[src/inc/sos_pkg.sv]
// constants shared by the status output selector
package sos_pkg;

	// ========================================================
	// register map (byte addresses, one word each)
	localparam int              NUM_TERM   = 5;
	localparam logic [7:0]      REG_SEL0   = 8'h00;   // selection codes at 0x00..0x10
	localparam logic [7:0]      REG_DETECT = 8'h14;
	localparam logic [7:0]      REG_WARN   = 8'h18;
	localparam logic [7:0]      REG_CFG    = 8'h1C;
	localparam logic [7:0]      REG_STATUS = 8'h20;

	// ========================================================
	// config register fields
	localparam int              CFG_RESTART_LSB = 0;  // restart_mode_setting, 3 bits
	localparam int              CFG_HWOC_BIT    = 3;  // hw_overcurrent_limit_enable
	localparam int              CFG_DECEL_LSB   = 4;  // auto_decel_setting, 3 bits
	localparam int              CFG_W           = 7;
	localparam logic [2:0]      RESTART_LO      = 3'h3;
	localparam logic [2:0]      RESTART_HI      = 3'h5;
	localparam logic [2:0]      DECEL_LIMITING  = 3'h3;

	// ========================================================
	// selection codes
	localparam logic [10:0]     POL_OFFSET   = 11'h3E8;   // 1000: inverted variant
	localparam logic [10:0]     CODE_RUN     = 11'h000;
	localparam logic [10:0]     CODE_ARRIVE  = 11'h001;
	localparam logic [10:0]     CODE_DETECT  = 11'h002;
	localparam logic [10:0]     CODE_UV      = 11'h003;
	localparam logic [10:0]     CODE_LIMIT   = 11'h005;
	localparam logic [10:0]     CODE_PFR     = 11'h006;
	localparam logic [10:0]     CODE_OLW     = 11'h007;
	localparam logic [10:0]     CODE_READY   = 11'h00A;
	localparam logic [10:0]     CODE_SW_LINE = 11'h00B;
	localparam logic [10:0]     CODE_SW_OUT  = 11'h00C;
	localparam logic [10:0]     CODE_SW_IN   = 11'h00D;
	localparam logic [10:0]     CODE_SUPPLY  = 11'h00F;
	localparam logic [10:0]     CODE_CURDET  = 11'h025;
	localparam logic [10:0]     CODE_MOUNT0  = 11'h03C;   // 60..65, then 67
	localparam logic [10:0]     CODE_M4_LINE = 11'h043;
	localparam logic [10:0]     CODE_PSWARN  = 11'h044;
	localparam logic [10:0]     CODE_ALARM   = 11'h063;

	// ========================================================
	// reset values
	localparam logic [10:0]     SEL_RST_TR   = 11'h000;   // transistor/Y5 terminals
	localparam logic [10:0]     SEL_RST_LAST = 11'h063;   // relay terminal: alarm
	localparam logic [15:0]     LVL_RST      = 16'h0000;

	// ========================================================
	// frequency comparators, 0.1 Hz per lsb
	localparam logic [15:0]     ARRIVE_TOL   = 16'h0019;  // 2.5 Hz
	localparam logic [15:0]     DETECT_HYST  = 16'h000A;  // 1 Hz

	// ========================================================
	// minimum on-time of the limiting indication
	localparam int              CLK_HZ       = 100000000;
	localparam int              LIMIT_MIN_MS = 100;
	localparam int              LIMIT_MIN_CYC = (CLK_HZ / 1000) * LIMIT_MIN_MS;

endpackage

[src/core/sos_hold.sv]
// minimum-width stretcher for a level indication
module sos_hold #(
	parameter int MIN_CYC = sos_pkg::LIMIT_MIN_CYC
) (
	input  wire logic clk_sys,
	input  wire logic rst,
	input  wire logic level_in,
	output logic      held_out
);
	import sos_pkg::*;

	localparam int CW = $clog2(MIN_CYC + 1);

	typedef struct packed {
		logic [CW-1:0] cnt;
		logic          out;
	} sos_hold_st_t;

	sos_hold_st_t s_q;
	sos_hold_st_t s_d;

	// ========================================================
	// restart the window on every active cycle, drop when both done
	always_comb begin
		s_d = s_q;
		if (level_in) begin
			s_d.out = 1'b1;
			s_d.cnt = CW'(MIN_CYC - 1);
		end else if (s_q.cnt != '0) begin
			s_d.cnt = s_q.cnt - 1'b1;
		end else begin
			s_d.out = 1'b0;
		end
	end

	// counter runs off the system clock
	always_ff @(posedge clk_sys or posedge rst) begin
		if (rst) begin
			s_q <= '0;
		end else begin
			s_q <= s_d;
		end
	end

	assign held_out = s_q.out;
endmodule

[src/core/sos_core.sv]
// status output selector: flag generation, terminal mapping, AHB-Lite registers
//
// Behaviour
// - code plus 1000 inverts the selected condition
// - codes 60-65 and 67 show pump motor mounting
// - contactor codes 11-13 refuse inverted polarity
// - running: above start, below stop, braking
// - arrival within 2.5 Hz of reference
// - detect above level, 1 Hz release hysteresis
// - undervoltage follows bus level and trip
// - run command ignored during undervoltage
// - limiting indication held at least 100 ms
// - limiting sources: software, hardware, auto-decel
// - restart flag: ride-through or until arrival
// - restart flag only for modes 3-5
// - warning level drives overload and current-detect
// - ready: preparation done, no protection active
// - codes 11-13 on transistor terminals enable changeover
// - supply contactor: on at run, off at standstill
// - supply contactor drops at coast or alarm
// - relay alarm normal polarity energises, default active-high
// - alarm selection follows any protective trip
//
// The implementer's own choices: register access over AHB-Lite and the address map.
module sos_core #(
	parameter int FW        = 16,
	parameter int LIMIT_CYC = sos_pkg::LIMIT_MIN_CYC
) (
	input  wire logic          clk_sys,
	input  wire logic          rst,
	// AHB-Lite slave
	input  wire logic          hsel,
	input  wire logic [31:0]   haddr,
	input  wire logic [1:0]    htrans,
	input  wire logic          hwrite,
	input  wire logic [2:0]    hsize,
	input  wire logic [31:0]   hwdata,
	input  wire logic          hready,
	output logic               hreadyout,
	output logic               hresp,
	output logic [31:0]        hrdata,
	// drive measurements and events
	input  wire logic [FW-1:0] out_freq,
	input  wire logic [FW-1:0] ref_freq,
	input  wire logic [FW-1:0] start_freq,
	input  wire logic [FW-1:0] stop_freq,
	input  wire logic          dc_brake,
	input  wire logic [FW-1:0] dc_bus_volt,
	input  wire logic [FW-1:0] uv_threshold,
	input  wire logic          uv_trip,
	input  wire logic [FW-1:0] out_current,
	input  wire logic          sw_limit_active,
	input  wire logic          hw_oc_active,
	input  wire logic          auto_decel_active,
	input  wire logic          momentary_pf_run,
	input  wire logic          uv_shutdown,
	input  wire logic          prep_done,
	input  wire logic          any_alarm,
	input  wire logic          fwd_cmd,
	input  wire logic          coast_cmd,
	input  wire logic          changeover_req,
	input  wire logic [6:0]    mount_status,
	input  wire logic          periodic_switch_warning,
	// outputs
	output logic [sos_pkg::NUM_TERM-1:0] term_out,
	output logic               run_enable,
	output logic               line_contactor_ctl,
	output logic               drive_input_contactor_ctl,
	output logic               drive_output_contactor_ctl
);
	import sos_pkg::*;

	typedef struct packed {
		logic [NUM_TERM-1:0][10:0] sel;
		logic [FW-1:0]             detect_level_setting;
		logic [FW-1:0]             warning_current_level;
		logic [CFG_W-1:0]          cfg;
		logic                      wr_pend;
		logic [7:0]                wr_addr;
		logic [31:0]               rdata;
		logic                      run;
		logic                      freq_arrival;
		logic                      freq_detect;
		logic                      undervoltage_flag;
		logic                      pf_pend;
		logic                      supply_contactor_ctl;
		logic                      run_en;
		logic                      line_ctl;
		logic                      din_ctl;
		logic                      dout_ctl;
		logic [NUM_TERM-1:0]       term;
		logic                      bus_rdy;
	} sos_st_t;

	sos_st_t s_q;
	sos_st_t s_d;

	logic          output_limiting;
	logic          limit_src;
	logic          power_fail_restart;
	logic          overload_warning;
	logic          current_detected;
	logic          ready;
	logic          changeover_en;
	logic [FW-1:0] freq_diff;
	logic [2:0]    restart_mode_setting;
	logic [15:0]   flag_vec;

	// ========================================================
	// limiting sources and their minimum width
	assign restart_mode_setting = s_q.cfg[CFG_RESTART_LSB +: 3];
	assign limit_src = sw_limit_active
		| (hw_oc_active & s_q.cfg[CFG_HWOC_BIT])
		| (auto_decel_active & (s_q.cfg[CFG_DECEL_LSB +: 3] == DECEL_LIMITING));

	sos_hold #(
		.MIN_CYC (LIMIT_CYC)
	) u_limit_hold (
		.clk_sys  (clk_sys),
		.rst      (rst),
		.level_in (limit_src),
		.held_out (output_limiting)
	);

	// ========================================================
	// combinational flags
	assign freq_diff = (out_freq > ref_freq) ? (out_freq - ref_freq) : (ref_freq - out_freq);
	assign power_fail_restart = (restart_mode_setting >= RESTART_LO)
		&& (restart_mode_setting <= RESTART_HI)
		&& (momentary_pf_run || s_q.pf_pend);
	assign overload_warning = out_current > s_q.warning_current_level;
	assign current_detected = overload_warning;
	assign ready = prep_done & ~any_alarm;
	assign flag_vec = {6'h00, s_q.supply_contactor_ctl, any_alarm, ready, overload_warning,
		power_fail_restart, output_limiting, s_q.undervoltage_flag, s_q.freq_detect,
		s_q.freq_arrival, s_q.run};

	// changeover only when all three contactor codes sit on transistor terminals
	always_comb begin
		logic [2:0] seen;
		seen = 3'h0;
		for (int t = 0; t < 3; t++) begin
			if (s_q.sel[t] == CODE_SW_LINE) seen[0] = 1'b1;
			if (s_q.sel[t] == CODE_SW_OUT)  seen[1] = 1'b1;
			if (s_q.sel[t] == CODE_SW_IN)   seen[2] = 1'b1;
		end
		changeover_en = &seen;
	end

	// ========================================================
	// condition picked by a base code (polarity already removed)
	function automatic logic pick(input logic [10:0] base, input sos_st_t st,
		input logic lim, input logic pfr, input logic olw, input logic cdet, input logic rdy);
		logic c;
		c = 1'b0;
		case (base)
			CODE_RUN:     c = st.run;
			CODE_ARRIVE:  c = st.freq_arrival;
			CODE_DETECT:  c = st.freq_detect;
			CODE_UV:      c = st.undervoltage_flag;
			CODE_LIMIT:   c = lim;
			CODE_PFR:     c = pfr;
			CODE_OLW:     c = olw;
			CODE_READY:   c = rdy;
			CODE_SW_LINE: c = st.line_ctl;
			CODE_SW_OUT:  c = st.dout_ctl;
			CODE_SW_IN:   c = st.din_ctl;
			CODE_SUPPLY:  c = st.supply_contactor_ctl;
			CODE_CURDET:  c = cdet;
			CODE_PSWARN:  c = periodic_switch_warning;
			CODE_ALARM:   c = any_alarm;
			default: begin
				// unlisted codes read inactive; 66 has no motor
				if (base >= CODE_MOUNT0 && base <= CODE_M4_LINE && base != 11'h042) begin
					c = (base == CODE_M4_LINE) ? mount_status[6] : mount_status[3'(base - CODE_MOUNT0)];
				end
			end
		endcase
		return c;
	endfunction

	// register read view of a state copy
	function automatic logic [31:0] rd_mux(input logic [7:0] a, input sos_st_t st, input logic [15:0] fv);
		logic [31:0] r;
		r = 32'h0000_0000;
		if (a < REG_DETECT && a[1:0] == 2'h0) begin
			r[10:0] = st.sel[a[4:2]];
		end else begin
			case (a)
				REG_DETECT: r[FW-1:0] = st.detect_level_setting;
				REG_WARN:   r[FW-1:0] = st.warning_current_level;
				REG_CFG:    r[CFG_W-1:0] = st.cfg;
				REG_STATUS: r[15:0] = fv;
				default:    r = 32'h0000_0000;
			endcase
		end
		return r;
	endfunction

	// ========================================================
	// next-state logic
	always_comb begin
		logic [10:0] wcode;
		logic [10:0] base;
		logic        inv;
		logic        cond;
		s_d = s_q;
		wcode = hwdata[10:0];
		base = 11'h000;
		inv = 1'b0;
		cond = 1'b0;

		// zero wait states; ready is low only up to the first edge after reset
		s_d.bus_rdy = 1'b1;

		// write data phase: store into the decoded register
		s_d.wr_pend = 1'b0;
		if (s_q.wr_pend) begin
			if (s_q.wr_addr < REG_DETECT && s_q.wr_addr[1:0] == 2'h0) begin
				// inverted contactor codes are refused, old code kept
				if (!(wcode >= CODE_SW_LINE + POL_OFFSET && wcode <= CODE_SW_IN + POL_OFFSET)) begin
					s_d.sel[s_q.wr_addr[4:2]] = wcode;
				end
			end else begin
				case (s_q.wr_addr)
					REG_DETECT: s_d.detect_level_setting = hwdata[FW-1:0];
					REG_WARN:   s_d.warning_current_level = hwdata[FW-1:0];
					REG_CFG:    s_d.cfg = hwdata[CFG_W-1:0];
					default:    s_d.cfg = s_q.cfg;
				endcase
			end
		end

		// address phase; read data comes from the updated copy so a read
		// right after a write sees the new value
		if (hsel && hready && htrans[1]) begin
			s_d.wr_pend = hwrite;
			s_d.wr_addr = haddr[7:0];
			if (!hwrite) begin
				s_d.rdata = rd_mux(haddr[7:0], s_d, flag_vec);
			end
		end

		// running: start above start freq, stop below stop freq
		if (dc_brake) begin
			s_d.run = 1'b0;
		end else if (out_freq > start_freq) begin
			s_d.run = 1'b1;
		end else if (out_freq < stop_freq) begin
			s_d.run = 1'b0;
		end

		s_d.freq_arrival = freq_diff <= ARRIVE_TOL;

		// detect with fixed release band; guarded against underflow near zero
		if (out_freq > s_q.detect_level_setting) begin
			s_d.freq_detect = 1'b1;
		end else if (s_q.detect_level_setting >= DETECT_HYST
			&& out_freq < s_q.detect_level_setting - DETECT_HYST) begin
			s_d.freq_detect = 1'b0;
		end

		// undervoltage: trip forces it, otherwise follows the bus
		if (uv_trip || dc_bus_volt < uv_threshold) begin
			s_d.undervoltage_flag = 1'b1;
		end else if (dc_bus_volt > uv_threshold) begin
			s_d.undervoltage_flag = 1'b0;
		end

		s_d.run_en = fwd_cmd & ~s_q.undervoltage_flag;

		// pending restart set at shutdown (wins over clear), ends at arrival
		if (uv_shutdown) begin
			s_d.pf_pend = 1'b1;
		end else if (s_q.freq_arrival && s_q.run) begin
			s_d.pf_pend = 1'b0;
		end

		// supply contactor
		if (coast_cmd || any_alarm) begin
			s_d.supply_contactor_ctl = 1'b0;
		end else if (fwd_cmd) begin
			s_d.supply_contactor_ctl = 1'b1;
		end else if (out_freq == '0) begin
			s_d.supply_contactor_ctl = 1'b0;
		end

		// changeover contactors; line and drive sides never on together
		s_d.line_ctl = changeover_en & ~changeover_req & fwd_cmd;
		s_d.din_ctl = changeover_en & changeover_req;
		s_d.dout_ctl = changeover_en & changeover_req;

		// terminal mapping
		for (int t = 0; t < NUM_TERM; t++) begin
			inv = s_q.sel[t] >= POL_OFFSET;
			base = inv ? s_q.sel[t] - POL_OFFSET : s_q.sel[t];
			cond = pick(base, s_q, output_limiting, power_fail_restart, overload_warning,
				current_detected, ready);
			s_d.term[t] = cond ^ inv;
		end
	end

	// ========================================================
	// state register
	always_ff @(posedge clk_sys or posedge rst) begin
		if (rst) begin
			s_q <= '0;
			for (int t = 0; t < NUM_TERM - 1; t++) begin
				s_q.sel[t] <= SEL_RST_TR;
			end
			s_q.sel[NUM_TERM-1] <= SEL_RST_LAST;
			s_q.detect_level_setting <= LVL_RST[FW-1:0];
			s_q.warning_current_level <= LVL_RST[FW-1:0];
		end else begin
			s_q <= s_d;
		end
	end

	// zero-wait slave, always OKAY
	assign hreadyout = s_q.bus_rdy;
	assign hresp = 1'b0;
	assign hrdata = s_q.rdata;
	assign term_out = s_q.term;
	assign run_enable = s_q.run_en;
	assign line_contactor_ctl = s_q.line_ctl;
	assign drive_input_contactor_ctl = s_q.din_ctl;
	assign drive_output_contactor_ctl = s_q.dout_ctl;
endmodule

[config.mk]
export PLATFORM = sky130hd
export DESIGN_NAME = sos_core
export DESIGN_NICKNAME = d
export VERILOG_FILES = /design/src/inc/sos_pkg.sv /design/src/core/sos_hold.sv /design/src/core/sos_core.sv
export SDC_FILE = /design/constraint.sdc
export NUM_CORES = 1
export LEC_CHECK = 0
export BUFFER_PORTS_ARGS = -buffer_cell sky130_fd_sc_hd__buf_2
export CAP_MARGIN = 40
export CORE_ASPECT_RATIO = 1.25
export CORE_MARGIN = 3
export CORE_UTILIZATION = 59
export CTS_CLUSTER_SIZE = 8
export DETAILED_ROUTE_END_ITERATION = 16
export PLACE_DENSITY = 0.92
export SLEW_MARGIN = 20
export SYNTH_ARGS = -nofsm -noshare
export SYNTH_HDL_FRONTEND = slang
export SYNTH_SLANG_ARGS = --single-unit
export TNS_END_PERCENT = 20
[constraint.sdc]
create_clock -name clk_sys -period 5.4 [get_ports clk_sys]
set_input_delay 0.54 -clock clk_sys [delete_from_list [all_inputs] [get_ports clk_sys]]
set_output_delay 0.54 -clock clk_sys [all_outputs]
set_load 0.005 [all_outputs]
* After elaboration in Yosys (flattened, before gate mapping)
Cells that the tools add are included.
** Storage, ports and cells
- Bits in registers :: 175
- Bits of input ports :: 206
- Logic and storage cells :: 316
** Operators by class
- Add/sub/neg operators :: 14
- Magnitude comparators :: 39
- Equal/unequal tests :: 98
- Multiplexer cells :: 73
- Bitwise gates (word level) :: 18
- Reduce and logical (&&, ||, !) cells :: 50
** Operator list (count)
- $eq A11 B4 Y1 const B :: 34
- $eq A11 B3 Y1 const B :: 15
- $eq A11 B7 Y1 const B :: 15
- $eq A11 B2 Y1 const B :: 10
- $mux W55 :: 2
- $mux W94 :: 1
- $mux W11 :: 8
- $gt A16 B16 Y1 :: 5
- $ge A11 B10 Y1 const B :: 6
- $pmux W1 S13 :: 5
- $bwmux W55 :: 1
- $eq A11 B1 Y1 const B :: 5
- $eq A11 B6 Y1 const B :: 5
- $ge A11 B6 Y1 const B :: 5
- $le A11 B7 Y1 const B :: 5
- $logic_not A11 Y1 :: 5
- $ne A11 B7 Y1 const B :: 5
- $sub A11 B10 Y11 const B :: 5
- $eq A8 B5 Y1 const B :: 6
- $lt A16 B16 Y1 :: 3
- $mux W16 :: 3
- $mux W41 :: 1
- $mux W39 :: 1
- $mux W1 :: 37
- other kinds (39) :: 104

* Logic depth before layout (Yosys ltp)
Gate-level depths: netlist of run 1.
- Depth after elaboration :: 13
- Depth in mapped cells :: 14

* Cells and area by module
Synthesis of run 1 repeated with hierarchy kept, for this count alone.
** Unflattened totals
- Cell total of the unflattened synthesis :: 1736
- Area total of the unflattened synthesis :: 14858.0 um2
** Modules (own cells, without submodules)
- sos_core :: times used 1, cells an instance 1592, area an instance 13524.2 um2
- sos_hold :: times used 1, cells an instance 144, area an instance 1333.8 um2

* Worst setup path before layout of run 1
No wires, ideal clock.
- Path kind :: input-to-reg
- From :: input port out_freq[0]
- To :: register s_q (netlist bit flag_vec[1])
- Setup time :: 0.101 ns
- Arrival :: 3.131 ns
- Path slack :: 2.168 ns
- Cell stages on the path :: 14
- Buffers on the path :: 1
- Cell sequence :: inv_1 ha_1 inv_1 fa_1 a41oi_1 o21ai_1 a31oi_1 a21o_1 buf_4 mux2i_1 mux2i_1 a2111oi_0 o2111ai_1 nor4_1
** RTL lines
- start, declared :: line sos_core.sv:43 : input wire logic [FW-1:0] out_freq,
- end, declared :: line sos_core.sv:95 : sos_st_t s_q;

==> results, run 1 <==
- The run finished with clean final reports.
- The setup slack of the critical path after layout is 1716 ps.
- The clock skew after layout is 13.26 ps.
- The type of element launching the critical path is an input pin.
- The number of buffers added on ports is 187.
- The distinct cell type count of the synthesized netlist is 95.
- The all-layer global routing usage is 0.3194.
- Traced cell by cell, the critical path runs through buf_2 > inv_1 > ha_1 > inv_1 > fa_1 > a41oi_1 > o21ai_1 > a31oi_1 > a21o_1 > mux2i_1 > xnor2_1 > a2111oi_0 > o2111ai_1 > nor4_1.
- After technology mapping, the gate count stands at 1772.
- Among all cell types in the netlist, the one instantiated most often is sky130_fd_sc_hd__dfrtp_1.
- The initial detailed-routing violation count is 1437.
- Setup violations remaining at the end of the flow were counted as 0.
- The post-place setup slack is 1309 ps.
- The post-CTS resize count is 0.
- The cell type with the highest aggregate area in the netlist is sky130_fd_sc_hd__dfrtp_1.
- The number of post-CTS setup repair buffers is 0.
- The via-per-instance ratio is 6.600.
- Among cell families on the critical path, the largest total delay comes from compound AO/OA/AOI/OAI gates.
- The slack of the worst reg-to-reg path is 1970 ps.
- For this run, design rule violations remaining after detail routing come to 0.
- The max-capacitance violation count is 0.
- The H-tree depth reported by CTS is 4.
- After routing, the total negative slack on setup checks comes to 0 ps.
- Entering global routing, the biggest net connects 98 pins.
- Setup repair after global routing left no endpoint under its margin.
- STA puts the critical path data arrival time at 4020 ps.
- The worst reg2reg path startpoint is s_q[110].
- After legalization and detailed placement, the total HPWL measured 33.15 mm.
- For this run, the top clock speed supported by timing is 271.4 MHz.
- The horizontal die dimension is 149.0 µm.
- The peak supply drop is 191.8 µV.
- The floorplan has 64 rows.
- The final hold slack is 24.60 ps.
- The clock transition at the registers of the reported paths is 70 ps.
- The headroom to the max-slew limit is 0.4687.
- The total count of max-transition violations in the final report came to 0.
- Ranked by total cell area, the synthesized netlist is headed by sky130_fd_sc_hd__dfrtp_1 (26%), sky130_fd_sc_hd__ha_1 (11%), sky130_fd_sc_hd__mux2_2 (7.5%).
- The wire length of the first global-routing pass is 71.01 mm.
- The number of buffers inserted during clock tree synthesis is 17.
- Counting flops with a built-in enable in the synthesized netlist gives 0.
- The number of antenna violations at the first check in global routing was 2.
- Along the worst path, the maximum fanout reaches 14.
- At the end of routability-driven placement, the weighted congestion stood at 0.9788.
- The proportion of register bits with asynchronous set or reset after synthesis is 1.000.
- The power density normalized to cell area is 219.5 nW/µm².
- The first TritonRoute pass finished after 6 iterations.
- The synthesized flop and latch total is 159.
- The path class of the tightest hold or removal check is in -> async.
- The period utilization is 0.6823.
- The initial utilization of the core area, before any placement, comes to 0.6078.
- The clock reaches the later pin of the worst-skew pair after 440 ps.
- The area share of the largest cell type after synthesis is 0.2571.
- The overall die area is 27540 µm².
- STA classifies the critical path endpoint as a register.
- In this run the critical register-to-register path is captured at term_out[1].
- Of the synthesized area, sequential elements account for 0.2641.
- The main flop type after synthesis is sky130_fd_sc_hd__dfrtp_1.
- The via count of the first global-routing pass is 14.11k.
- By count the netlist is led by sky130_fd_sc_hd__dfrtp_1 (155), sky130_fd_sc_hd__inv_1 (153), sky130_fd_sc_hd__ha_1 (132).
- The clock drives 159 sinks.
- For the worst setup path, the data required time is 5740 ps.
- The number of cells on the worst reg-to-reg path is 11.
- The routed length per instance is 20.66 µm.
- The total buffers and inverters traversed by the critical path is 3.
- The antenna violation net count after detailed routing is 0.
- The Yosys step of the flow raised 0 warnings.
- The total area inside the core boundary comes to 24820 µm².
- The count of cells in the finished layout, fillers not included, comes to 2209.
- Global routing finished with a remaining overflow of 0.
- The time the worst path needs with I/O delays and setup is 3684 ps.
- The number of gates on the worst path with buffers counted is 14.
- The critical setup path kind is in -> reg.
- The capture point of the worst path is flag_vec[1].
- The clock tree buffer depth is 2.
- The most critical setup path has its startpoint at out_freq[0].
- At the pin with the least slew margin, the transition time is 792.1 ps.
- The routed layout has 14.58k vias.
- The leakage power is 7.671 nW.
- Measured along the y axis, the die boundary spans 184.8 µm.
- The number of top-level pins is 249.
- The cell occurring most often along the worst timing path is sky130_fd_sc_hd__inv_1.
- The area growth from synthesis to layout is 9.314%.
- The delay of the slowest cell on the worst path is 600 ps.
- The number of hold buffers added after cts is 0.
- TritonCTS built the clock tree.
- In this run, placement finished with an instance count of 2171.
- The slowest stage of the critical path is the sky130_fd_sc_hd__a21o_1 cell.
- The total power is 3.621 mW.
- The post-synthesis average cell area is 8.514 µm².
- The mapped netlist covers 15090 µm².
- The cell at the root of the clock tree is sky130_fd_sc_hd__clkbuf_16.
- For this block, the routed nets add up to 45.63 mm of wire.
- The final net count is 2204.
- The ratio of cells with drive above 1 in the final layout is 0.1966.
- The final number of hold-violating endpoints came to 0.
area by class of cell:
cell class	instances	area [µm²]
antenna	2	5.005
clock inverter	12	125.1
sequential	159	3984
inverter	154	583.1
tap	330	412.9
clock buffer	20	446.7
multi-input combinational	1333	9869
fill	1909	8332
timing repair buffer	199	1066
flip-flops by register name, summed over array words and instances (netlist names):
signal                      count
drive_output_contactor_ctl      1
flag_vec                        5
hrdata                         16
hreadyout                       1
line_contactor_ctl              1
restart_mode_setting            3
run_enable                      1
s_q                           101
term_out                        5
u_limit_hold.held_out           1
u_limit_hold.s_q               24
cell families (layout without fill, tap and decap cells):
kind of cell	count (synthesis)	in the layout	share of synthesized area
fa+ha+maj	134	134	0.1121
buf+inv	296	385	0.08575
xor+xnor	47	47	0.02729
mux	154	154	0.1159
flops	159	159	0.2641
other cells	2	20	0.0004978
compound gates	438	438	0.1988
simple gates	542	542	0.1956
cells in the final DEF (no fill, tap or decap), types with 17 or more instances in the layout:
cell	count
sky130_fd_sc_hd__a211oi_1	23
sky130_fd_sc_hd__a21o_1	44
sky130_fd_sc_hd__a21oi_1	78
sky130_fd_sc_hd__a31oi_1	19
sky130_fd_sc_hd__buf_2	190
sky130_fd_sc_hd__clkbuf_16	17
sky130_fd_sc_hd__conb_1	18
sky130_fd_sc_hd__dfrtp_1	155
sky130_fd_sc_hd__ha_1	132
sky130_fd_sc_hd__inv_1	152
sky130_fd_sc_hd__mux2_2	101
sky130_fd_sc_hd__mux2i_1	43
sky130_fd_sc_hd__nand2_1	104
sky130_fd_sc_hd__nand2b_1	30
sky130_fd_sc_hd__nand3_1	47
sky130_fd_sc_hd__nand4_1	37
sky130_fd_sc_hd__nor2_1	111
sky130_fd_sc_hd__nor2b_1	27
sky130_fd_sc_hd__nor3_1	43
sky130_fd_sc_hd__nor4_1	23
sky130_fd_sc_hd__o21a_1	21
sky130_fd_sc_hd__o21ai_0	61
sky130_fd_sc_hd__o21ai_1	20
sky130_fd_sc_hd__o22ai_1	31
sky130_fd_sc_hd__o31ai_1	24
sky130_fd_sc_hd__xnor2_1	33
where the power goes:
| group | internal, mW | total [mW] | switching (mW) |
|---|---|---|---|
| clock | 0.657 | 1.19 | 0.531 |
| sequential | 1.28 | 1.43 | 0.151 |
| combinational | 0.440 | 1.00 | 0.561 |
| total | 2.38 | 3.62 | 1.24 |
routing by layer:
layer | part of all wire | up-vias | global-route usage
li1 | - | 6619 | -
met1 | 0.37 | 6854 | 0.3808
met4 | 0.065 | 4 | 0.1864
met3 | 0.093 | 214 | 0.05458
met5 | 0.00064 | - | 0
met2 | 0.47 | 889 | 0.5429
how the worst min path moves through the flow:
| stage | start | to | slack, ps | cells past startpoint |
|---|---|---|---|---|
| after floorplan | s_q[11] | s_q[11] | 450 | 1 |
| after global placement | s_q[11] | s_q[11] | 470 | 1 |
| after detailed placement | s_q[11] | s_q[11] | 480 | 1 |
| after CTS | changeover_req | line_contactor_ctl | 260 | 2 |
| after global routing | rst | u_limit_hold.s_q[10] | 40 | 2 |
| final | rst | u_limit_hold.s_q[10] | 20 | 2 |
through the flow:
stage                     instance area (µm²)  utilization
after global routing                    16490       0.6642
after detailed placement                15840       0.6380
after CTS                               16410       0.6610
after floorplan                         15150            -
final                                   16490       0.6644
after global placement                  15820       0.6374
No activity file was read; power rests on OpenSTA's default activity.
==> run 2, diff against run 1 <==
--- a/config.mk
+++ b/config.mk
@@ -5,14 +5,15 @@
 export SDC_FILE = /design/constraint.sdc
 export NUM_CORES = 1
 export LEC_CHECK = 0
+export ABC_AREA = 1
 export BUFFER_PORTS_ARGS = -buffer_cell sky130_fd_sc_hd__buf_2
 export CAP_MARGIN = 40
 export CORE_ASPECT_RATIO = 1.25
 export CORE_MARGIN = 3
-export CORE_UTILIZATION = 59
+export CORE_UTILIZATION = 54
 export CTS_CLUSTER_SIZE = 8
 export DETAILED_ROUTE_END_ITERATION = 16
-export PLACE_DENSITY = 0.92
+export PLACE_DENSITY = 0.88
 export SLEW_MARGIN = 20
 export SYNTH_ARGS = -nofsm -noshare
 export SYNTH_HDL_FRONTEND = slang
==> constraint.sdc (replaced) <==
create_clock -name clk_sys -period 3.2 [get_ports clk_sys]
set_input_delay 0.32 -clock clk_sys [delete_from_list [all_inputs] [get_ports clk_sys]]
set_output_delay 0.32 -clock clk_sys [all_outputs]
set_load 0.005 [all_outputs]
==> run 2 against run 1 <==
Effect of this change:
- clock power grew 81%
- sequential cell count is the same
- critical path depth is the same
- critical endpoint is now flag_vec[2]
- largest cell class unchanged
==> results, run 2 <==
- The combinational fraction of design power came to 0.359 (was 0.276).
- The largest net degree at the start of global routing is 83 (was 98).
- The final number of hold-violating endpoints was 0 (unchanged).
- The number of cells in the finished layout apart from fillers is 3132 (was 2209).
- In the finished design, the share of the clock period the worst path needs comes to 0.9262.
- The switching power of the nets came to 2.816 mW (was 1.244 mW).
- The count of flip-flops with a built-in enable after synthesis was 0 (unchanged).
- The initial core utilization came to 0.5508 (was 0.6078).
- The wire length of the first global-routing pass came to 82.33 mm (was 71.01 mm).
- The critical register-to-register path endpoint is flag_vec[2] (was term_out[1]).
- The via count of the first global-routing pass was 16.95k (was 14.11k).
- The post-detailed-placement half-perimeter wirelength is 40.71 mm (was 33.15 mm).
- The TritonCTS clock tree was built (unchanged).
- The clock skew after layout is 13.53 ps (was 13.26 ps).
- The horizontal die dimension is 160.7 µm (was 149.0 µm).
- The total routed wirelength is 52.13 mm (was 45.63 mm).
- The post-synthesis average cell area was 6.298 µm² (was 8.514 µm²).
- The ratio of cells with drive above 1 in the final layout is 0.1188 (was 0.1966).
- The slack of the worst reg-to-reg path is 240 ps (was 1970 ps).
- The die span in y was 199.4 µm (was 184.8 µm).
- The worst path needs 2964 ps of the cycle, external delays included.
- The maximum fanout encountered on the critical timing path is 4 (was 14).
- The routed length per instance is 16.64 µm (was 20.66 µm).
- The antenna violation net count after detailed routing is 0 (unchanged).
- The share of total power consumed by net switching was 0.3960 (was 0.3435).
- The number of top-level pins is 249 (unchanged).
- The clock tree buffer depth is 2 (unchanged).
- The proportion of register bits with asynchronous set or reset after synthesis is 1.000 (unchanged).
- The number of optimization iterations in the first detailed-route pass is 6 (unchanged).
- The cell at the root of the clock tree is sky130_fd_sc_hd__clkbuf_16 (unchanged).
- The most repeated cell in the gate-level netlist after synthesis is sky130_fd_sc_hd__nand2_1 (was sky130_fd_sc_hd__dfrtp_1).
- The total count of max-transition violations in the final report came to 0 (unchanged).
- The power density normalized to cell area is 394.6 nW/µm² (was 219.5 nW/µm²).
- The worst min-delay path class was in -> reg (was in -> async).
- The launch point of the worst hold path is dc_brake.
- The cell type with the highest aggregate area in the netlist is sky130_fd_sc_hd__dfrtp_1 (unchanged).
- The total number of vias is 17.79k (was 14.58k).
- The number of buffers added on ports came to 187 (unchanged).
- The filler cell count in the final layout is 2749 (was 1909).
- The critical setup path kind is reg -> reg (was in -> reg).
- The internal power summed over all cells was 4.294 mW (was 2.377 mW).
- The global-route track usage on met1 is 0.3724 (was 0.3808).
- The total power is 7.110 mW (was 3.621 mW).
- The peak supply drop is 371.3 µV (was 191.8 µV).
- Unrepaired setup endpoints after global routing: false (unchanged).
- The type of element launching the critical path was a register (was input pin).
- The met3 global-route usage came to 0.05536 (was 0.05458).
- The total area of multi-input combinational cells is 10270 µm² (was 9869 µm²).
- The yosys synthesis warning count came to 0 (unchanged).
- The slew at the pin closest to its max-slew limit is 806.2 ps (was 792.1 ps).
- The main flop type after synthesis was sky130_fd_sc_hd__dfrtp_1 (unchanged).
- The synthesized flop and latch total is 159 (unchanged).
- The number of placement rows is 70 (was 64).
- The relative contribution of the clock network to total power was 0.302 (was 0.328).
- The final total negative setup slack is 0 ps (unchanged).
- The required arrival time at the worst endpoint was 3530 ps (was 5740 ps).
- The distinct cell type count of the synthesized netlist was 54 (was 95).
- The final net count is 3063 (was 2204).
- The number of sinks handled by clock tree synthesis is 159 (unchanged).
- The sequential cell area came to 3984 µm² (unchanged).
- The worst reg2reg path startpoint is s_q[81] (was s_q[110]).
- The most frequent standard cell in the layout excluding fill and tap cells was sky130_fd_sc_hd__nand2_1 (was sky130_fd_sc_hd__buf_2).
- The most crowded layer after global routing is met2 (unchanged).
- The cell total after placement came to 3099 (was 2171).
- The via-per-instance ratio is 5.681 (was 6.600).
- The all-layer global routing usage was 0.3159 (was 0.3194).
- The number of buffers inserted during clock tree synthesis is 17 (unchanged).
- Result of the run: complete, no violations (unchanged).
- The routability-driven placement congestion ratio is 1.005 (was 0.9788).
- The number of inserted diodes is 0 (was 2).
- The area growth from synthesis to layout is 11.50% (was 9.314%).
- Commonest cells after routing, fill and taps aside: sky130_fd_sc_hd__nand2_1 (680), sky130_fd_sc_hd__inv_1 (367), sky130_fd_sc_hd__nor2_1 (296) (was sky130_fd_sc_hd__buf_2 (190), sky130_fd_sc_hd__dfrtp_1 (155), sky130_fd_sc_hd__inv_1 (152)).
- The register containing the most flip-flops in the final layout is s_q (unchanged).
- The endpoint kind of the worst setup timing path is a register (unchanged).
- The summed area of non-filler cells in the final layout is 18020 µm² (was 16490 µm²).
- The endpoint with the worst hold slack is flag_vec[0].
- The final global-route overflow total is 0 (unchanged).
- The initial detailed-routing violation count was 1763 (was 1437).
- The post-synthesis cell area came to 16160 µm² (was 15090 µm²).
- The headroom to the max-slew limit is 0.4605 (was 0.4687).
- The core area was 29340 µm² (was 24820 µm²).
- The H-tree depth reported by CTS was 4 (unchanged).
- Along the worst hold path, the cell count comes to 2.
- Most area-consuming cells after synthesis: sky130_fd_sc_hd__dfrtp_1 (24%), sky130_fd_sc_hd__nand2_1 (16%), sky130_fd_sc_hd__ha_1 (10%) (was sky130_fd_sc_hd__dfrtp_1 (26%), sky130_fd_sc_hd__ha_1 (11%), sky130_fd_sc_hd__mux2_2 (7.5%)).
- The number of setup violations in the final report is 0 (unchanged).
- The remaining routing DRC violations came to 0 (unchanged).
- The part of the Yosys area used for sequential elements is 0.2465 (was 0.2641).
- The post-synthesis instance total was 2566 (was 1772).
- The sequential cell fraction of total power was 0.339 (was 0.395).
- The overall die area was 32050 µm² (was 27540 µm²).
- The max-capacitance violation count came to 0 (unchanged).
- The area share of the largest cell type after synthesis is 0.2400 (was 0.2571).
- The placed instance area is 17380 µm² (was 15840 µm²).
- The met2 track utilization from global routing is 0.5430 (was 0.5429).
- The number of cells on the worst reg-to-reg path is 14 (was 11).
- The leakage power is 9.601 nW (was 7.671 nW).
- List of most frequent post-synthesis cells: sky130_fd_sc_hd__nand2_1 (681), sky130_fd_sc_hd__inv_1 (368), sky130_fd_sc_hd__nor2_1 (297) (was sky130_fd_sc_hd__dfrtp_1 (155), sky130_fd_sc_hd__inv_1 (153), sky130_fd_sc_hd__ha_1 (132)).
- The number of flip-flops in the largest register is 101 (unchanged).
- The clock transition at the registers of the reported paths is 70 ps (about the same).
- For this run, the top clock speed supported by timing is 337.4 MHz.
- The number of antenna violations at the first check in global routing was 0 (was 2).
- The arrival time of the worst setup path came to 3290 ps (was 4020 ps).
- The worst-skew pair later-pin latency was 440 ps (about the same).
## run 2: layer usage
layer | wire length (µm) | vias up
li1 | - | 8607
met5 | 0 | -
met4 | 3351 | 0
met3 | 4370 | 220
met1 | 19920 | 8125
met2 | 24480 | 842
## run 2: layout make-up
| cell class | count | share of cell area |
|---|---|---|
| Tap cell | 396 | 0.02750 |
| Clock buffer | 19 | 0.02458 |
| Inverter | 373 | 0.07791 |
| Multi-Input combinational cell | 1947 | 0.5702 |
| Timing Repair Buffer | 225 | 0.06930 |
| Sequential cell | 159 | 0.2211 |
| Clock inverter | 13 | 0.009374 |
## run 2: through the flow
| stage | hold WS [ps] | utilization | setup WS [ps] |
|---|---|---|---|
| 6_report | 56.10 | 0.6141 | 236.2 |
| 2_1_floorplan | 383.1 | - | 586.3 |
| 5_1_grt | 46.88 | 0.6141 | 15.62 |
| 3_5_place_dp | 336.8 | 0.5924 | 212.7 |
| 3_3_place_gp | 338.1 | 0.5924 | 270.5 |
| 4_1_cts | 40.77 | 0.6136 | 217.0 |
## run 2: worst max-delay path: stages, from the launching register on
cell	delay [ps]
sky130_fd_sc_hd__dfrtp_1	410
sky130_fd_sc_hd__inv_1	130
sky130_fd_sc_hd__ha_1	200
sky130_fd_sc_hd__nor2_1	70
sky130_fd_sc_hd__nor3_1	200
sky130_fd_sc_hd__nand2_1	150
sky130_fd_sc_hd__nor3_1	310
sky130_fd_sc_hd__nand3_1	140
sky130_fd_sc_hd__xor2_1	170
sky130_fd_sc_hd__ha_1	310
sky130_fd_sc_hd__a21oi_1	140
sky130_fd_sc_hd__o21ai_0	110
sky130_fd_sc_hd__a31oi_1	170
sky130_fd_sc_hd__o21ai_0	120
sky130_fd_sc_hd__a22o_1	230
## run 2: worst max path at each step
stage,start,depth (start not counted),to
final,s_q[81],14,flag_vec[2]
after global routing,s_q[132],16,term_out[3]
after CTS,s_q[81],15,flag_vec[2]
after detailed placement,out_freq[2],16,flag_vec[1]
after global placement,s_q[143],18,term_out[4]
after floorplan,s_q[81],14,flag_vec[2]
## run 2: power by group through the flow
stage | clock network (mW) | logic [mW] | registers [mW]
floorplan | 0 | 1.89 | 2.34
global placement | 0 | 2.41 | 2.43
detailed placement | 0 | 2.49 | 2.44
CTS | 2.15 | 2.50 | 2.40
global route | 2.23 | 2.87 | 2.43
finish | 2.15 | 2.55 | 2.41
## run 2: repair_timing
item / in CTS / in global routing
setup buffers: 0 / 0
endpoints found under the hold margin: 14 / 0
endpoints found under the setup margin: 0 / 3
resized for setup: 0 / 4
hold buffers: 1 / 0
## run 2: kinds of logic (layout without fill, tap and decap cells)
logic type	after synthesis	in the layout	share of synthesized area
and+or+nand+nor	1361	1361	0.3630
buffers and inverters	476	630	0.1229
AOI/OAI and AO/OA	379	379	0.1325
DFF	159	159	0.2465
adders and majority gates	134	134	0.1047
xor gates and xnor gates	55	55	0.02981
other	2	18	0.0004647
==> run 3, diff against run 2 <==
--- a/config.mk
+++ b/config.mk
@@ -13,6 +13,7 @@
 export CORE_UTILIZATION = 54
 export CTS_CLUSTER_SIZE = 8
 export DETAILED_ROUTE_END_ITERATION = 16
+export MAX_ROUTING_LAYER = met4
 export PLACE_DENSITY = 0.88
 export SLEW_MARGIN = 20
 export SYNTH_ARGS = -nofsm -noshare
==> run 3 against run 2 <==
Effect of this change:
- register-to-register slack improved by 20 ps
- via count rose by 0.64%
- cell area fell by 0.32%
- setup slack improved by 18 ps
- utilization fell by 0.20 points
- non-clock buffer count fell by 2
- sequential share of layout area grew 0.071 points
- largest cell class unchanged
- count of clock-buffer cells in the layout fell by 1
==> results, run 3 (synthesized netlist as in run 2, its figures left out) <==
- The worst min-delay path class was in -> async (was in -> reg).
- The area growth from synthesis to layout was 11.14% (was 11.50%).
- The time the worst path needs with I/O delays and setup is 2946 ps (was 2964 ps).
- The slack of the worst reg-to-reg path is 250 ps (was 240 ps).
- The wire length of the first global-routing pass came to 83.21 mm (was 82.33 mm).
- The clock skew after layout was 11.34 ps (was 13.53 ps).
- The placed instance area is 17360 µm² (was 17380 µm²).
- The core area is 29340 µm² (unchanged).
- The switching power of the nets is 2.832 mW (was 2.816 mW).
- The required arrival time at the worst endpoint was 3530 ps (about the same).
- The max-capacitance violation count is 0 (unchanged).
- The post-place setup slack is 232.4 ps (was 212.7 ps).
- The clock transition at the registers of the reported paths is 70 ps (about the same).
- The routed length per instance came to 16.90 µm (was 16.64 µm).
- The headroom to the max-slew limit was 0.4728 (was 0.4605).
- The number of setup violations in the final report was 0 (unchanged).
- The worst-skew pair later-pin latency is 440 ps (about the same).
- The final net count came to 3061 (was 3063).
- The total number of vias is 17.91k (was 17.79k).
- The total count of max-transition violations in the final report is 0 (unchanged).
- The via-per-instance ratio was 5.720 (was 5.681).
- The power density normalized to cell area is 390.4 nW/µm² (was 394.6 nW/µm²).
- The critical register-to-register path endpoint is term_out[0] (was flag_vec[2]).
- The arrival time of the worst setup path is 3280 ps (was 3290 ps).
- The largest net degree at the start of global routing is 120 (was 83).
- The critical path startpoint is s_q[100] (was s_q[81]).
- The sequential cell fraction of total power came to 0.344 (was 0.339).
- The number of cells in the finished layout apart from fillers was 3131 (was 3132).
- The number of placement rows is 70 (unchanged).
- The relative contribution of the clock network to total power is 0.291 (was 0.302).
- The final global-route overflow total came to 0 (unchanged).
- The number of antenna violations at the first check in global routing is 1 (was 0).
- The overall die area came to 32050 µm² (unchanged).
- The post-detailed-placement half-perimeter wirelength came to 40.81 mm (was 40.71 mm).
- The total routed wirelength was 52.91 mm (was 52.13 mm).
- The number of optimization iterations in the first detailed-route pass is 6 (unchanged).
- The critical setup path kind is reg -> reg (unchanged).
- The number of buffers inserted during clock tree synthesis is 17 (unchanged).
- The TritonCTS clock tree is built (unchanged).
- The number of buffers added on ports came to 187 (unchanged).
- The most frequent standard cell in the layout excluding fill and tap cells is sky130_fd_sc_hd__nand2_1 (unchanged).
- The summed area of non-filler cells in the final layout is 17960 µm² (was 18020 µm²).
- Unrepaired setup endpoints after global routing: true (was false).
- The register containing the most flip-flops in the final layout is s_q (unchanged).
- The combinational fraction of design power was 0.365 (was 0.359).
- The clock tree buffer depth came to 2 (unchanged).
- The ratio of cells with drive above 1 in the final layout is 0.1185 (was 0.1188).
- The maximum achievable frequency is 339.4 MHz (was 337.4 MHz).
- The filler cell count in the final layout came to 2724 (was 2749).
- Commonest cells after routing, fill and taps aside: sky130_fd_sc_hd__nand2_1 (681), sky130_fd_sc_hd__inv_1 (367), sky130_fd_sc_hd__nor2_1 (296) (was sky130_fd_sc_hd__nand2_1 (680), sky130_fd_sc_hd__inv_1 (367), sky130_fd_sc_hd__nor2_1 (296)).
- The die span in y came to 199.4 µm (unchanged).
- The internal power summed over all cells is 4.180 mW (was 4.294 mW).
- The initial detailed-routing violation count came to 1858 (was 1763).
- The worst reg2reg path startpoint is s_q[100] (was s_q[81]).
- Result of the run: complete, no violations (unchanged).
- The number of sinks handled by clock tree synthesis came to 159 (unchanged).
- The period utilization is 0.9206 (was 0.9262).
- The all-layer global routing usage is 0.3301 (was 0.3159).
- The type of element launching the critical path is a register (unchanged).
- The number of flip-flops in the largest register is 101 (unchanged).
- The horizontal die dimension is 160.7 µm (unchanged).
- The via count of the first global-routing pass is 16.89k (was 16.95k).
- The initial core utilization is 0.5508 (unchanged).
- The peak supply drop came to 398.2 µV (was 371.3 µV).
- The final hold slack is 15.73 ps (was 56.10 ps).
- The endpoint kind of the worst setup timing path is a register (unchanged).
- The cell total after placement came to 3098 (was 3099).
- The maximum fanout encountered on the critical timing path is 13 (was 4).
- The final number of hold-violating endpoints is 0 (unchanged).
- The routability-driven placement congestion ratio was 1.032 (was 1.005).
- The slew at the pin closest to its max-slew limit is 790.9 ps (was 806.2 ps).
- The antenna violation net count after detailed routing is 0 (unchanged).
- The number of top-level pins is 249 (unchanged).
- The number of cells on the worst reg-to-reg path was 19 (was 14).
- The share of total power consumed by net switching is 0.4039 (was 0.3960).
- The H-tree depth reported by CTS is 4 (unchanged).
- The remaining routing DRC violations is 0 (unchanged).
- The number of post-CTS setup repair buffers is 0 (unchanged).
- The cell at the root of the clock tree is sky130_fd_sc_hd__clkbuf_16 (unchanged).
- The total power was 7.012 mW (was 7.110 mW).
- The setup slack of the critical path after layout came to 254.0 ps (was 236.2 ps).
- The leakage power is 9.571 nW (was 9.601 nW).
## run 3: worst max path at each step
| stage | endpoint | slack [ps] | depth (start not counted) |
|---|---|---|---|
| 2_1_floorplan | flag_vec[2] | 590 | 14 |
| 3_3_place_gp | flag_vec[1] | 290 | 20 |
| 3_5_place_dp | flag_vec[1] | 230 | 19 |
| 4_1_cts | flag_vec[2] | 250 | 15 |
| 5_1_grt | term_out[4] | -20 | 17 |
| 6_report | term_out[0] | 250 | 19 |
## run 3: cell type report
| cell class | instances | area, µm² | area share |
|---|---|---|---|
| clock inverters | 14 | 150.1 | 0.008359 |
| flip-flops and latches | 159 | 3984 | 0.2218 |
| multi-input cells | 1947 | 10280 | 0.5722 |
| clock buffers | 18 | 429.2 | 0.02389 |
| inverters | 373 | 1404 | 0.07816 |
| diodes | 1 | 2.502 | 0.0001393 |
| repair buffers | 223 | 1219 | 0.06785 |
| well taps | 396 | 495.5 | 0.02759 |
## run 3: worst max-delay path, cell delays in order (launching register included)
cell and delay [ps]:
sky130_fd_sc_hd__dfrtp_1 430, sky130_fd_sc_hd__inv_1 140, sky130_fd_sc_hd__ha_1 220, sky130_fd_sc_hd__nor2_2 80, sky130_fd_sc_hd__a21oi_1 180, sky130_fd_sc_hd__nand2_1 320, sky130_fd_sc_hd__nand2_1 180, sky130_fd_sc_hd__nand2_1 110
sky130_fd_sc_hd__nor2_1 240, sky130_fd_sc_hd__nand2_1 140, sky130_fd_sc_hd__nor2_4 200, sky130_fd_sc_hd__nand3_1 110, sky130_fd_sc_hd__nand2_1 100, sky130_fd_sc_hd__inv_1 40, sky130_fd_sc_hd__nand2_1 50, sky130_fd_sc_hd__nor2_1 40
sky130_fd_sc_hd__nand3_1 80, sky130_fd_sc_hd__nand2_1 50, sky130_fd_sc_hd__nand2_1 60, sky130_fd_sc_hd__nand2_1 60
## run 3: power by group through the flow
stage	logic [mW]	clock network [mW]	registers [mW]
after floorplan	1.89	0	2.34
after global placement	2.41	0	2.43
after detailed placement	2.49	0	2.44
after CTS	2.50	2.04	2.40
after global routing	2.85	2.13	2.43
final	2.56	2.04	2.42
## run 3: layer usage
layer	share of wire	GRT usage	wire [µm]	up-vias
met2	0.48	0.5593	25450	889
li1	-	-	-	8601
met1	0.38	0.3782	19850	8192
met3	0.091	0.05723	4791	226
met5	0	-	0	-
met4	0.053	0.1667	2820	0
## run 3: metrics by stage
| stage | setup TNS, ps | util |
|---|---|---|
| after global placement | 0 | 0.5917 |
| after CTS | 0 | 0.6115 |
| after global routing | -19.60 | 0.6122 |
| after detailed placement | 0 | 0.5917 |
| after floorplan | 0 | - |
| final | 0 | 0.6122 |
## run 3: timing repair
item                                    CTS  global route
endpoints found under the setup margin    0             3
hold buffers                              0             0
gates resized for setup                   0             4
